[src/design/rs485_link_defs.vh]
// rs485_link_defs.vh: constants of the rs485 node link block
// assumes: included by bare name from every design file of the block
`ifndef RS485_LINK_DEFS_VH
`define RS485_LINK_DEFS_VH

// register byte offsets on apb
`define OFS_CFG        8'h00
`define OFS_MOTOR      8'h04
`define OFS_CUTOFF     8'h08
`define OFS_TXDATA     8'h0c
`define OFS_RXDATA     8'h10
`define OFS_STATUS     8'h14
`define OFS_IRQ_STAT   8'h18
`define OFS_IRQ_MASK   8'h1c

// cfg fields
`define CFG_HPBAUD     2:0
`define CFG_MBBAUD     6:4
`define CFG_NODE       12:8
`define CFG_MODBUS     16

// motor fields
`define MOT_TEMP_EN    0
`define MOT_CUSTOM     1
`define MOT_ID         15:8

// factory defaults: rate code 4 is 38400, node one, host protocol
`define RST_BAUD       3'h4
`define RST_NODE       5'h01
`define RST_CUTOFF     16'hffff

// bit rate codes 0..6, code 7 is not a rate
`define RATE_2400      2400
`define RATE_4800      4800
`define RATE_9600      9600
`define RATE_19200     19200
`define RATE_38400     38400
`define RATE_57600     57600
`define RATE_115200    115200
`define BAUD_CODE_BAD  3'h7

// interrupt event bit positions
`define EV_RX          0
`define EV_FWD         1
`define EV_OVT         2
`define EV_REJ         3
`define EV_FERR        4
`define EV_OVR         5
`define EV_W           6

// character width on the wire
`define DATA_BITS      8

`endif

[src/design/rs485_node_link.v]
// rs485_node_link.v: rs485 node port of a motor drive, apb register slave
// assumes: apb master on CLOCK_I, RXD_I and the drive pins are asynchronous,
// THERM_OHM_I comes from a converter clocked by CLOCK_I
`include "rs485_link_defs.vh"
`timescale 1ns/1ps
`default_nettype none
module rs485_node_link #(
    parameter CLK_HZ   = 200000000,  // lower it in simulation to shorten bits
    parameter GAP_BITS = 20          // idle bit times that end a packet
) (
    // clock and reset
    input  wire        CLOCK_I,
    input  wire        RST_I,
    // apb slave
    input  wire        PSEL_I,
    input  wire        PENABLE_I,
    input  wire        PWRITE_I,
    input  wire [7:0]  PADDR_I,
    input  wire [31:0] PWDATA_I,
    output reg  [31:0] PRDATA_O,
    output reg         PREADY_O,
    output reg         PSLVERR_O,
    // rs485 line
    input  wire        RXD_I,
    output wire        TXD_O,
    output wire        TXD_OE_O,
    // drive and motor
    input  wire        DRIVE_EN_I,
    input  wire [15:0] THERM_OHM_I,
    input  wire        THERM_SW_OPEN_I,
    // status and shared settings
    output reg         IRQ_O,
    output reg         OVERTEMP_O,
    output reg  [2:0]  RS232_BAUD_O,
    output reg  [4:0]  NODE_ADDR_O,
    output reg         MODBUS_O,
    output reg  [7:0]  MOTOR_ID_O,
    output reg         CUSTOM_MOTOR_O
);
    // cycles per bit for a rate code; bad codes never reach here
    function [16:0] baud_div;
        input [2:0] code;
        reg   [31:0] r;
        begin
            case (code)
                3'h0:    r = CLK_HZ / `RATE_2400;
                3'h1:    r = CLK_HZ / `RATE_4800;
                3'h2:    r = CLK_HZ / `RATE_9600;
                3'h3:    r = CLK_HZ / `RATE_19200;
                3'h4:    r = CLK_HZ / `RATE_38400;
                3'h5:    r = CLK_HZ / `RATE_57600;
                default: r = CLK_HZ / `RATE_115200;
            endcase
            baud_div = r[16:0];
        end
    endfunction

    // settings
    reg [2:0]  hp_baud;       // host protocol rate, shared with rs232
    reg [2:0]  mb_baud;       // modbus rate
    reg [4:0]  node;          // own node address
    reg        modbus;        // 0 host protocol, 1 modbus slave
    reg        temp_en;       // temperature sensor in use
    reg [15:0] cutoff;        // ptc cut-off resistance
    reg [`EV_W-1:0] irq_stat; // sticky events
    reg [`EV_W-1:0] irq_mask; // 1 lets the event through

    // synchronisers, first stage read only by the second
    reg [1:0] rxd_s;
    reg [1:0] den_s;
    reg [1:0] sw_s;

    // datapath state
    reg [16:0] cur_div;       // cycles per bit now in use
    reg [16:0] tick_cnt;      // bit time divider
    reg        bit_tick;      // one pulse per bit time
    reg [5:0]  gap;           // idle bit times seen
    reg        pkt_start;     // next byte is an address byte
    reg        fwd;           // current packet passes through
    reg [7:0]  rx_hold;       // last locally received byte
    reg        pend;          // software byte waiting for the line
    reg [7:0]  pend_byte;
    reg        tx_go;         // start pulse to the transmitter
    reg [7:0]  tx_byte;
    reg [`EV_W-1:0] ev;       // events of this cycle

    wire [7:0] rx_data;
    wire       rx_done;
    wire       rx_ferr;
    wire       rx_busy;
    wire       tx_busy;

    // apb strobes: pready is always high, so each access lasts one cycle
    wire setup = PSEL_I & ~PENABLE_I;
    wire wr    = PSEL_I & PENABLE_I & PWRITE_I;

    // routing of the byte just received
    wire addr_hit  = (rx_data == {3'h0, node});
    wire route_fwd = ~modbus & (pkt_start ? ~addr_hit : fwd);
    wire fwd_now   = rx_done & route_fwd;
    wire over      = temp_en & ((THERM_OHM_I > cutoff) | sw_s[1]);

    reg        next_go;
    reg [7:0]  next_byte;
    reg [31:0] next_rdata;
    reg        next_err;

    // input synchronisers
    always @(posedge CLOCK_I or posedge RST_I) begin
        if (RST_I) begin
            rxd_s <= 2'h3;
            den_s <= 2'h0;
            sw_s  <= 2'h0;
        end else begin
            rxd_s <= {rxd_s[0], RXD_I};
            den_s <= {den_s[0], DRIVE_EN_I};
            sw_s  <= {sw_s[0], THERM_SW_OPEN_I};
        end
    end

    // character engines, eight data bits each way
    rs485_uart_rx #(.DATA_BITS(`DATA_BITS)) u_rx (
        .clk_i  (CLOCK_I),
        .rst_i  (RST_I),
        .rxd_i  (rxd_s[1]),
        .div_i  (cur_div),
        .data_o (rx_data),
        .done_o (rx_done),
        .ferr_o (rx_ferr),
        .busy_o (rx_busy)
    );

    rs485_uart_tx #(.DATA_BITS(`DATA_BITS)) u_tx (
        .clk_i   (CLOCK_I),
        .rst_i   (RST_I),
        .start_i (tx_go),
        .data_i  (tx_byte),
        .div_i   (cur_div),
        .txd_o   (TXD_O),
        .oe_o    (TXD_OE_O),
        .busy_o  (tx_busy)
    );

    // transmit arbitration: forwarded bytes first, software byte when no forwarded packet is running
    always @* begin
        next_go   = 1'b0;
        next_byte = tx_byte;
        if (fwd_now && !tx_busy && !tx_go) begin
            next_go   = 1'b1;
            next_byte = rx_data;                     // sent unchanged
        end else if (pend && !tx_busy && !tx_go && (pkt_start || !fwd)) begin
            next_go   = 1'b1;
            next_byte = pend_byte;
        end
    end

    // event collection for the sticky status
    always @* begin
        ev = {`EV_W{1'b0}};
        ev[`EV_RX]   = rx_done & ~route_fwd;
        ev[`EV_FWD]  = fwd_now & ~tx_busy & ~tx_go;
        ev[`EV_OVT]  = over & ~OVERTEMP_O;
        ev[`EV_REJ]  = wr & (PADDR_I == `OFS_MOTOR) & den_s[1];
        ev[`EV_FERR] = rx_ferr;
        // forward byte lost to a busy line, or a second software byte
        ev[`EV_OVR]  = (fwd_now & (tx_busy | tx_go))
                     | (wr & (PADDR_I == `OFS_TXDATA) & pend);
    end

    // bit time divider and packet gap detector
    always @(posedge CLOCK_I or posedge RST_I) begin
        if (RST_I) begin
            cur_div   <= 17'h0;               // loaded on the first edge
            tick_cnt  <= 17'h0;
            bit_tick  <= 1'b0;
            gap       <= 6'h0;
            pkt_start <= 1'b1;
            fwd       <= 1'b0;
        end else begin
            cur_div <= baud_div(modbus ? mb_baud : hp_baud);
            bit_tick <= (tick_cnt == cur_div - 17'h1);
            if (tick_cnt >= cur_div - 17'h1)
                tick_cnt <= 17'h0;
            else
                tick_cnt <= tick_cnt + 17'h1;
            if (rx_busy || rx_done || rx_ferr) begin
                gap <= 6'h0;                          // line active
            end else if (bit_tick && gap != GAP_BITS[5:0]) begin
                gap <= gap + 6'h1;
                if (gap == GAP_BITS[5:0] - 6'h1)
                    pkt_start <= 1'b1;                // quiet line ends packet
            end
            // the address byte decides the route of the whole packet
            if (rx_done && pkt_start) begin
                pkt_start <= 1'b0;
                fwd       <= ~modbus & ~addr_hit;
            end
        end
    end

    // receive holding, transmit start and pending software byte
    always @(posedge CLOCK_I or posedge RST_I) begin
        if (RST_I) begin
            rx_hold   <= 8'h0;
            pend      <= 1'b0;
            pend_byte <= 8'h0;
            tx_go     <= 1'b0;
            tx_byte   <= 8'h0;
        end else begin
            tx_go   <= next_go;
            tx_byte <= next_byte;
            if (rx_done && !route_fwd)
                rx_hold <= rx_data;
            if (next_go && !fwd_now)
                pend <= 1'b0;
            else if (wr && PADDR_I == `OFS_TXDATA && !pend) begin
                pend      <= 1'b1;
                pend_byte <= PWDATA_I[7:0];
            end
        end
    end

    // configuration registers written over apb
    always @(posedge CLOCK_I or posedge RST_I) begin
        if (RST_I) begin
            hp_baud        <= `RST_BAUD;
            mb_baud        <= `RST_BAUD;
            node           <= `RST_NODE;
            modbus         <= 1'b0;
            temp_en        <= 1'b0;
            cutoff         <= `RST_CUTOFF;
            MOTOR_ID_O     <= 8'h0;
            CUSTOM_MOTOR_O <= 1'b0;
            irq_mask       <= {`EV_W{1'b0}};
        end else if (wr) begin
            case (PADDR_I)
                `OFS_CFG: begin
                    // code 7 is no rate, so that field keeps its value
                    if (PWDATA_I[`CFG_HPBAUD] != `BAUD_CODE_BAD)
                        hp_baud <= PWDATA_I[`CFG_HPBAUD];
                    if (PWDATA_I[`CFG_MBBAUD] != `BAUD_CODE_BAD)
                        mb_baud <= PWDATA_I[`CFG_MBBAUD];
                    node   <= PWDATA_I[`CFG_NODE];
                    modbus <= PWDATA_I[`CFG_MODBUS];
                end
                `OFS_MOTOR: begin
                    if (!den_s[1]) begin
                        temp_en        <= PWDATA_I[`MOT_TEMP_EN];
                        CUSTOM_MOTOR_O <= PWDATA_I[`MOT_CUSTOM];
                        MOTOR_ID_O     <= PWDATA_I[`MOT_CUSTOM] ?
                                          8'h0 : PWDATA_I[`MOT_ID];
                    end
                end
                `OFS_CUTOFF:   cutoff   <= PWDATA_I[15:0];
                `OFS_IRQ_MASK: irq_mask <= PWDATA_I[`EV_W-1:0];
                default: ;                              // others have no store
            endcase
        end
    end

    // sticky status: an event in the clearing cycle stays set
    always @(posedge CLOCK_I or posedge RST_I) begin
        if (RST_I) begin
            irq_stat     <= {`EV_W{1'b0}};
            IRQ_O        <= 1'b0;
            OVERTEMP_O   <= 1'b0;
            RS232_BAUD_O <= `RST_BAUD;
            NODE_ADDR_O  <= `RST_NODE;
            MODBUS_O     <= 1'b0;
        end else begin
            if (wr && PADDR_I == `OFS_IRQ_STAT)
                irq_stat <= (irq_stat & ~PWDATA_I[`EV_W-1:0]) | ev;
            else
                irq_stat <= irq_stat | ev;
            IRQ_O        <= |(irq_stat & irq_mask);
            OVERTEMP_O   <= over;
            RS232_BAUD_O <= hp_baud;
            NODE_ADDR_O  <= node;
            MODBUS_O     <= modbus;
        end
    end

    // read mux, sampled in the setup cycle
    always @* begin
        next_rdata = 32'h0;
        next_err   = 1'b0;
        case (PADDR_I)
            `OFS_CFG: begin
                next_rdata[`CFG_HPBAUD] = hp_baud;
                next_rdata[`CFG_MBBAUD] = mb_baud;
                next_rdata[`CFG_NODE]   = node;
                next_rdata[`CFG_MODBUS] = modbus;
            end
            `OFS_MOTOR: begin
                next_rdata[`MOT_TEMP_EN] = temp_en;
                next_rdata[`MOT_CUSTOM]  = CUSTOM_MOTOR_O;
                next_rdata[`MOT_ID]      = MOTOR_ID_O;
            end
            `OFS_CUTOFF:   next_rdata[15:0] = cutoff;
            `OFS_TXDATA:   next_rdata[7:0]  = pend_byte;
            `OFS_RXDATA:   next_rdata[7:0]  = rx_hold;
            `OFS_STATUS:   next_rdata[5:0]  = {den_s[1], OVERTEMP_O, fwd,
                                               pkt_start, pend, tx_busy};
            `OFS_IRQ_STAT: next_rdata[`EV_W-1:0] = irq_stat;
            `OFS_IRQ_MASK: next_rdata[`EV_W-1:0] = irq_mask;
            default:       next_err = 1'b1;          // unmapped: error, zero data
        endcase
    end

    // apb answer registers, valid through the access cycle
    always @(posedge CLOCK_I or posedge RST_I) begin
        if (RST_I) begin
            PRDATA_O  <= 32'h0;
            PREADY_O  <= 1'b0;
            PSLVERR_O <= 1'b0;
        end else begin
            PREADY_O <= 1'b1;
            if (setup) begin
                PRDATA_O  <= PWRITE_I ? 32'h0 : next_rdata;
                PSLVERR_O <= next_err;
            end
        end
    end
endmodule
`default_nettype wire

[src/design/rs485_uart_rx.v]
// rs485_uart_rx.v: one-character receiver, start, 8 data lsb first, stop
// assumes: rxd already synchronised, div is clock cycles per bit, div >= 4
`include "rs485_link_defs.vh"
`timescale 1ns/1ps
`default_nettype none
module rs485_uart_rx #(
    parameter DATA_BITS = `DATA_BITS
) (
    // clock and reset
    input  wire                 clk_i,
    input  wire                 rst_i,
    // line and rate
    input  wire                 rxd_i,
    input  wire [16:0]          div_i,
    // character out
    output reg  [DATA_BITS-1:0] data_o,
    output reg                  done_o,
    output reg                  ferr_o,
    output wire                 busy_o
);
    localparam [3:0] S_IDLE = 4'h1, S_START = 4'h2, S_DATA = 4'h4, S_STOP = 4'h8;

    reg [3:0]  state;   // one-hot receive state
    reg [16:0] cnt;     // cycles inside the bit
    reg [3:0]  nbit;    // data bits taken

    assign busy_o = (state != S_IDLE);

    // sample each bit in its middle
    always @(posedge clk_i or posedge rst_i) begin
        if (rst_i) begin
            state  <= S_IDLE;
            cnt    <= 17'h0;
            nbit   <= 4'h0;
            data_o <= {DATA_BITS{1'b0}};
            done_o <= 1'b0;
            ferr_o <= 1'b0;
        end else begin
            done_o <= 1'b0;
            ferr_o <= 1'b0;
            cnt    <= cnt + 17'h1;
            case (state)
                S_IDLE: begin
                    cnt <= 17'h0;
                    if (!rxd_i) state <= S_START;     // falling edge: start bit
                end
                S_START: begin
                    if (cnt == (div_i >> 1)) begin
                        cnt   <= 17'h0;
                        nbit  <= 4'h0;
                        // a short glitch is not a start bit
                        state <= rxd_i ? S_IDLE : S_DATA;
                    end
                end
                S_DATA: begin
                    if (cnt == div_i - 17'h1) begin
                        cnt    <= 17'h0;
                        data_o <= {rxd_i, data_o[DATA_BITS-1:1]};
                        nbit   <= nbit + 4'h1;
                        if (nbit == DATA_BITS - 1) state <= S_STOP;
                    end
                end
                S_STOP: begin
                    if (cnt == div_i - 17'h1) begin
                        done_o <= rxd_i;              // good stop bit
                        ferr_o <= !rxd_i;             // framing error, byte dropped
                        state  <= S_IDLE;
                    end
                end
                default: state <= S_IDLE;
            endcase
        end
    end
endmodule
`default_nettype wire

[src/design/rs485_uart_tx.v]
// rs485_uart_tx.v: one-character transmitter with driver enable
// assumes: start only while busy is low, div is clock cycles per bit
`include "rs485_link_defs.vh"
`timescale 1ns/1ps
`default_nettype none
module rs485_uart_tx #(
    parameter DATA_BITS = `DATA_BITS
) (
    // clock and reset
    input  wire                 clk_i,
    input  wire                 rst_i,
    // character in
    input  wire                 start_i,
    input  wire [DATA_BITS-1:0] data_i,
    input  wire [16:0]          div_i,
    // line
    output reg                  txd_o,
    output reg                  oe_o,
    output wire                 busy_o
);
    reg [DATA_BITS:0] sh;   // data then stop bit
    reg [16:0]        cnt;  // cycles inside the bit
    reg [3:0]         nbit; // bits already put on the line

    assign busy_o = oe_o;

    // shift out one bit per div cycles, driver on for the whole frame
    always @(posedge clk_i or posedge rst_i) begin
        if (rst_i) begin
            txd_o <= 1'b1;
            oe_o  <= 1'b0;
            sh    <= {(DATA_BITS+1){1'b1}};
            cnt   <= 17'h0;
            nbit  <= 4'h0;
        end else if (!oe_o) begin
            if (start_i) begin
                txd_o <= 1'b0;                        // start bit
                oe_o  <= 1'b1;
                sh    <= {1'b1, data_i};
                cnt   <= 17'h0;
                nbit  <= 4'h0;
            end
        end else if (cnt == div_i - 17'h1) begin
            cnt <= 17'h0;
            if (nbit == DATA_BITS + 1) begin
                oe_o  <= 1'b0;                        // stop bit done, release bus
                txd_o <= 1'b1;
            end else begin
                txd_o <= sh[0];
                sh    <= {1'b1, sh[DATA_BITS:1]};
                nbit  <= nbit + 4'h1;
            end
        end else begin
            cnt <= cnt + 17'h1;
        end
    end
endmodule
`default_nettype wire

[config.mk]
export PLATFORM = sky130hd
export DESIGN_NAME = rs485_node_link
export DESIGN_NICKNAME = d
export VERILOG_FILES = /design/src/design/rs485_node_link.v /design/src/design/rs485_uart_rx.v /design/src/design/rs485_uart_tx.v
export VERILOG_INCLUDE_DIRS = /design/src /design/src/design
export SDC_FILE = /design/constraint.sdc
export NUM_CORES = 1
export LEC_CHECK = 0
export BUFFER_PORTS_ARGS = -buffer_cell sky130_fd_sc_hd__buf_2
export CAP_MARGIN = 5
export CORE_UTILIZATION = 55
export CTS_CLUSTER_SIZE = 40
export DETAILED_ROUTE_END_ITERATION = 10
export PLACE_DENSITY_LB_ADDON = 0.25
export SLEW_MARGIN = 20
export SYNTH_ARGS = -nofsm -noshare
export SYNTH_HDL_FRONTEND = slang
export SYNTH_SLANG_ARGS = --single-unit
[constraint.sdc]
create_clock -name CLOCK_I -period 19.6 [get_ports CLOCK_I]
set_input_delay 3.92 -clock CLOCK_I [delete_from_list [all_inputs] [get_ports CLOCK_I]]
set_output_delay 3.92 -clock CLOCK_I [all_outputs]
set_load 0.05 [all_outputs]
==> flow_results.org <==
** Hold path
- The worst hold path was traced through 0 stages.
- Type of the tightest min-delay check :: reg -> reg
- For hold timing, the worst endpoint is sw_s[1].
- In this run the most critical hold path is launched from sw_s[0].

** Clock network
- After clock tree synthesis, the clock-pin slew on the worst setup and hold paths is ~60 ps.
- The number of gates resized after CTS was 0.
- H-tree depth reported by CTS :: 1
- In this run, post-CTS hold repair placed 0 buffers.
- No sink is reached through more buffers than the 3 on the longest clock path.
- Clock tree synthesis selected as its root buffer the cell clkbuf_16.
- Once the clock tree was built, the setup fixing pass inserted 0 buffers.
- Counting the buffers created by CTS gives 25.
- CTS sink cnt :: 218
- TritonCTS clock tree :: done
- Latest clock arrival within the worst-skew pair :: 530 ps

** Cells and area
- Post-route non-filler standard cell count :: 1646
- The area growth from synthesis to layout is 10.8%.
- Diodes inserted :: 0
- Fraction of final layout cells sized beyond drive strength 1 :: 17.9%
- The net count of the finished layout is between 1000 and 1500.
- Fill cell count :: between 1500 and 2000
- Total non-filler cell area in the finished layout :: 0.0138 mm2

** Floorplan
- Area of the die :: 0.0233 mm2
- Die height :: 153 um
- During I/O placement, the number of pins put on the boundary was 120.
- Row generation in the floorplan step produced 54 rows.
- Initial Utilization :: between 50% and 60%
- After floorplanning, the core was sized to cover 0.0220 mm2.
- Measured along the x axis, the die boundary spans 153 um.

** Pwr
- In this run the power spent charging and discharging nets is between 0.3 and 0.4 mW.
- Total power divided by cell area :: 83.1 mW/mm2
- Registers are responsible for 43.9% of the overall power.
- Power Internal :: 0.824 mW
- Power share of the clock group :: 42.1%
- In this run switching power makes up between 20 and 30% of total power.
- Across the VDD grid, the largest voltage drop is approximately 0.000061 V.
- Power comes to between 1 and 1.5 mW.
- Static leakage power :: between 6 and 7 nW
- Share of power burned in combinational logic :: 14.0%

** Synthesis
- Post-Syn Area :: approximately 0.012 mm2
- Yosys warning count :: 0
- Count of mapped cells out of synthesis :: approximately 1300
- Number of register bits inferred by synthesis :: between 200 and 250
- Distinct cells, synth :: 76
- Count of flip-flops with a built-in enable after synthesis :: 0
- In this run the mean area of a mapped cell was between 9 and 10 um2.
- For this run, the leading register cell type out of synthesis is dfrtp_1.
- After synthesis, flip-flops and latches occupy 44.1% of the total area.
- After synthesis, the share of flip-flops with an asynchronous set or reset is 100%.

** Placement
- Post-detail-place hpwl :: 22.1 mm
- Setup slack at placement :: 12830 ps
- Routability-driven placement finished with a final weighted congestion of 0.975.
- The count of buffers added on input and output ports is 89.
- Total placed cells including tap cells :: 1600
- Placement Cell Area :: 0.0130 mm2

** Run status
- Outcome :: finished clean

** Global routing
- Entering global routing, the biggest net connects 140 pins.
- Global routing used 27.1% of the available tracks.
- For this run the aggregate overflow at the end of global routing stands at 0.
- The number of global-route vias before repair was 9678.
- The initial antenna violation count was 0.
- First-pass GRT wire length :: roughly 50 mm

** Critical path
- The worst setup path is captured at a flip-flop.
- The worst setup path is of the in -> reg kind.
- R2R depth :: 13
- Data on the critical path is required at its endpoint by 20020 ps.
- In this run the register-to-register setup slack is 14980 ps.
- Capture point of the worst reg-to-reg path :: tick_cnt[7]
- STA classifies the critical path startpoint as a primary input.
- Highest fanout seen on the critical path :: 24
- Worst R2R Start :: cur_div[14]
- Data arrival, critical path :: 6690 ps

** Timing
- Setup violations, final :: 0
- Measured against its own limit, the worst slew margin works out to approximately 26%.
- Summed over all failing endpoints, the final setup total negative slack is 0 ps.
- Maximum clock rate :: around 160 MHz
- For the final database, setup skew stands at 8.93 ps.
- Unrepaired setup endpoints after global routing :: no
- Count of endpoints failing hold in the final timing report :: 0
- Share of the clock period used by the worst path after layout :: 32.0%
- For the pin with the worst max-slew slack, the measured transition is 1110 ps.
- Fin crit period :: about 6300 ps
- The max-slew violation count is 0.
- Setup slack on the critical path of the routed design comes to 13320 ps.

** Detailed routing
- Routed Antenna Nets :: 0
- Via-to-Cell Ratio :: 5.99
- Wire per inst :: about 19 um
- After detailed routing, the number of remaining DRC violations is 0.
- Iteration count of the initial detailed-routing pass :: 7
- Drt initial violations :: 922
- The final layout contains routed wiring with a total length of 31.2 mm.
- Summing over every cut layer, the via total after detailed routing is about 9900.

** Job
- Across the run, the number of max-cap violations was 0.
power groups by stage:
stage          logic, mW  clock network, mW  registers (mW)
2_1_floorplan      0.135                  0           0.499
3_3_place_gp       0.157                  0           0.510
3_5_place_dp       0.160                  0           0.511
4_1_cts            0.162              0.493           0.504
5_1_grt            0.181              0.508           0.508
6_report           0.161              0.484           0.504
sequential cells by signal, indices dropped and copies added (netlist names), 8 cells and up:
| register | count |
|---|---|
| PRDATA_O | 17 |
| tick_cnt | 17 |
| u_rx.cnt | 17 |
| u_tx.cnt | 17 |
| cutoff | 16 |
| cur_div | 14 |
| MOTOR_ID_O | 8 |
| pend_byte | 8 |
| rx_hold | 8 |
| tx_byte | 8 |
| u_rx.data_o | 8 |
| u_tx.sh | 8 |
logic make-up (layout without fill, tap and decap cells):
logic type               count (synthesis)  after routing  synth area share (%)
multiplexers                            96             96                  8.57
other                                    2             16                0.0602
buffers and inverters                  134            190                  4.73
adder cells (fa/ha/maj)                 42             42                  4.21
XOR/XNOR                               101            101                  7.09
AO/OA/AOI/OAI                          229            229                  12.2
AND/OR/NAND/NOR                        474            474                  19.1
flip-flops                             218            218                  44.1
metal layers:
| metal | up-vias | part of all wire, % | global-route usage, % |
|---|---|---|---|
| li1 | 4672 | - | - |
| met1 | 4817 | 45 | 38.2 |
| met2 | 311 | 47 | 43.4 |
| met3 | 60 | 5.9 | 3.95 |
| met4 | 0 | 2.6 | 8.37 |
| met5 | - | 0 | 0 |
stage by stage:
stage          util (%)  hold slack, ps
3_3_place_gp       58.8             333
4_1_cts            62.7             353
2_1_floorplan         -             331
5_1_grt            62.8             355
6_report           62.8             350
3_5_place_dp       58.8             343
cell type report:
type                            instances  area (um2)  area share [%]
Clock buffer                           37         721            5.21
Clock inverter                          9         139            1.00
Inverter                               52         203            1.47
Multi-Input combinational cell        958        6440            46.6
Sequential cell                       218        5500            39.8
Tap cell                              280         350            2.53
Timing Repair Buffer                   92         472            3.41
cells in the final DEF, fill, tap and decap left out, types with 16 or more instances in the layout:
cell type,synthesis,final
clkbuf_16,0,25
dfrtp_1,184,184
dfstp_2,34,34
buf_2,6,89
ha_1,42,42
xnor2_1,48,48
a22oi_1,16,16
nor3_1,22,22
nor2_1,133,133
o21ai_0,61,61
and3_1,18,18
xor2_1,53,53
mux2_2,62,62
nand4_1,21,21
nand2b_1,22,22
nand3_1,44,44
conb_1,2,16
a21oi_1,40,40
nand2_1,114,114
nor2b_1,20,20
mux2i_1,31,31
inv_1,52,51
how the worst max path moves through the flow:
stage          depth (start not counted)  slack [ps]       start             end
6_report                               5       13320  PADDR_I[2]         temp_en
5_1_grt                                5       13160  PADDR_I[2]         temp_en
4_1_cts                                5       13380  PADDR_I[2]         temp_en
3_5_place_dp                           5       12830  PADDR_I[2]         temp_en
3_3_place_gp                           5       12940  PADDR_I[2]  CUSTOM_MOTOR_O
2_1_floorplan                          1        9770       RST_I  CUSTOM_MOTOR_O
cell usage after synthesis, drive strengths merged (31+ instances only):
cell | count | area, um2
buf | 31 | 203
ha | 42 | 526
nand3 | 44 | 220
dfrtp | 184 | 4600
nand2 | 114 | 428
mux2 | 63 | 713
a21oi | 41 | 209
clkbuf | 51 | 191
mux2i | 31 | 310
nor2 | 134 | 505
dfstp | 34 | 893
xor2 | 53 | 464
inv | 52 | 195
o21ai | 62 | 310
xnor2 | 48 | 420
critical path, cell delays in order:
cell      delay (ps)
buf_2            400
inv_1            190
nor2_1           880
nand3b_1         780
mux2_2           510
No activity file was read; power rests on OpenSTA's default activity.
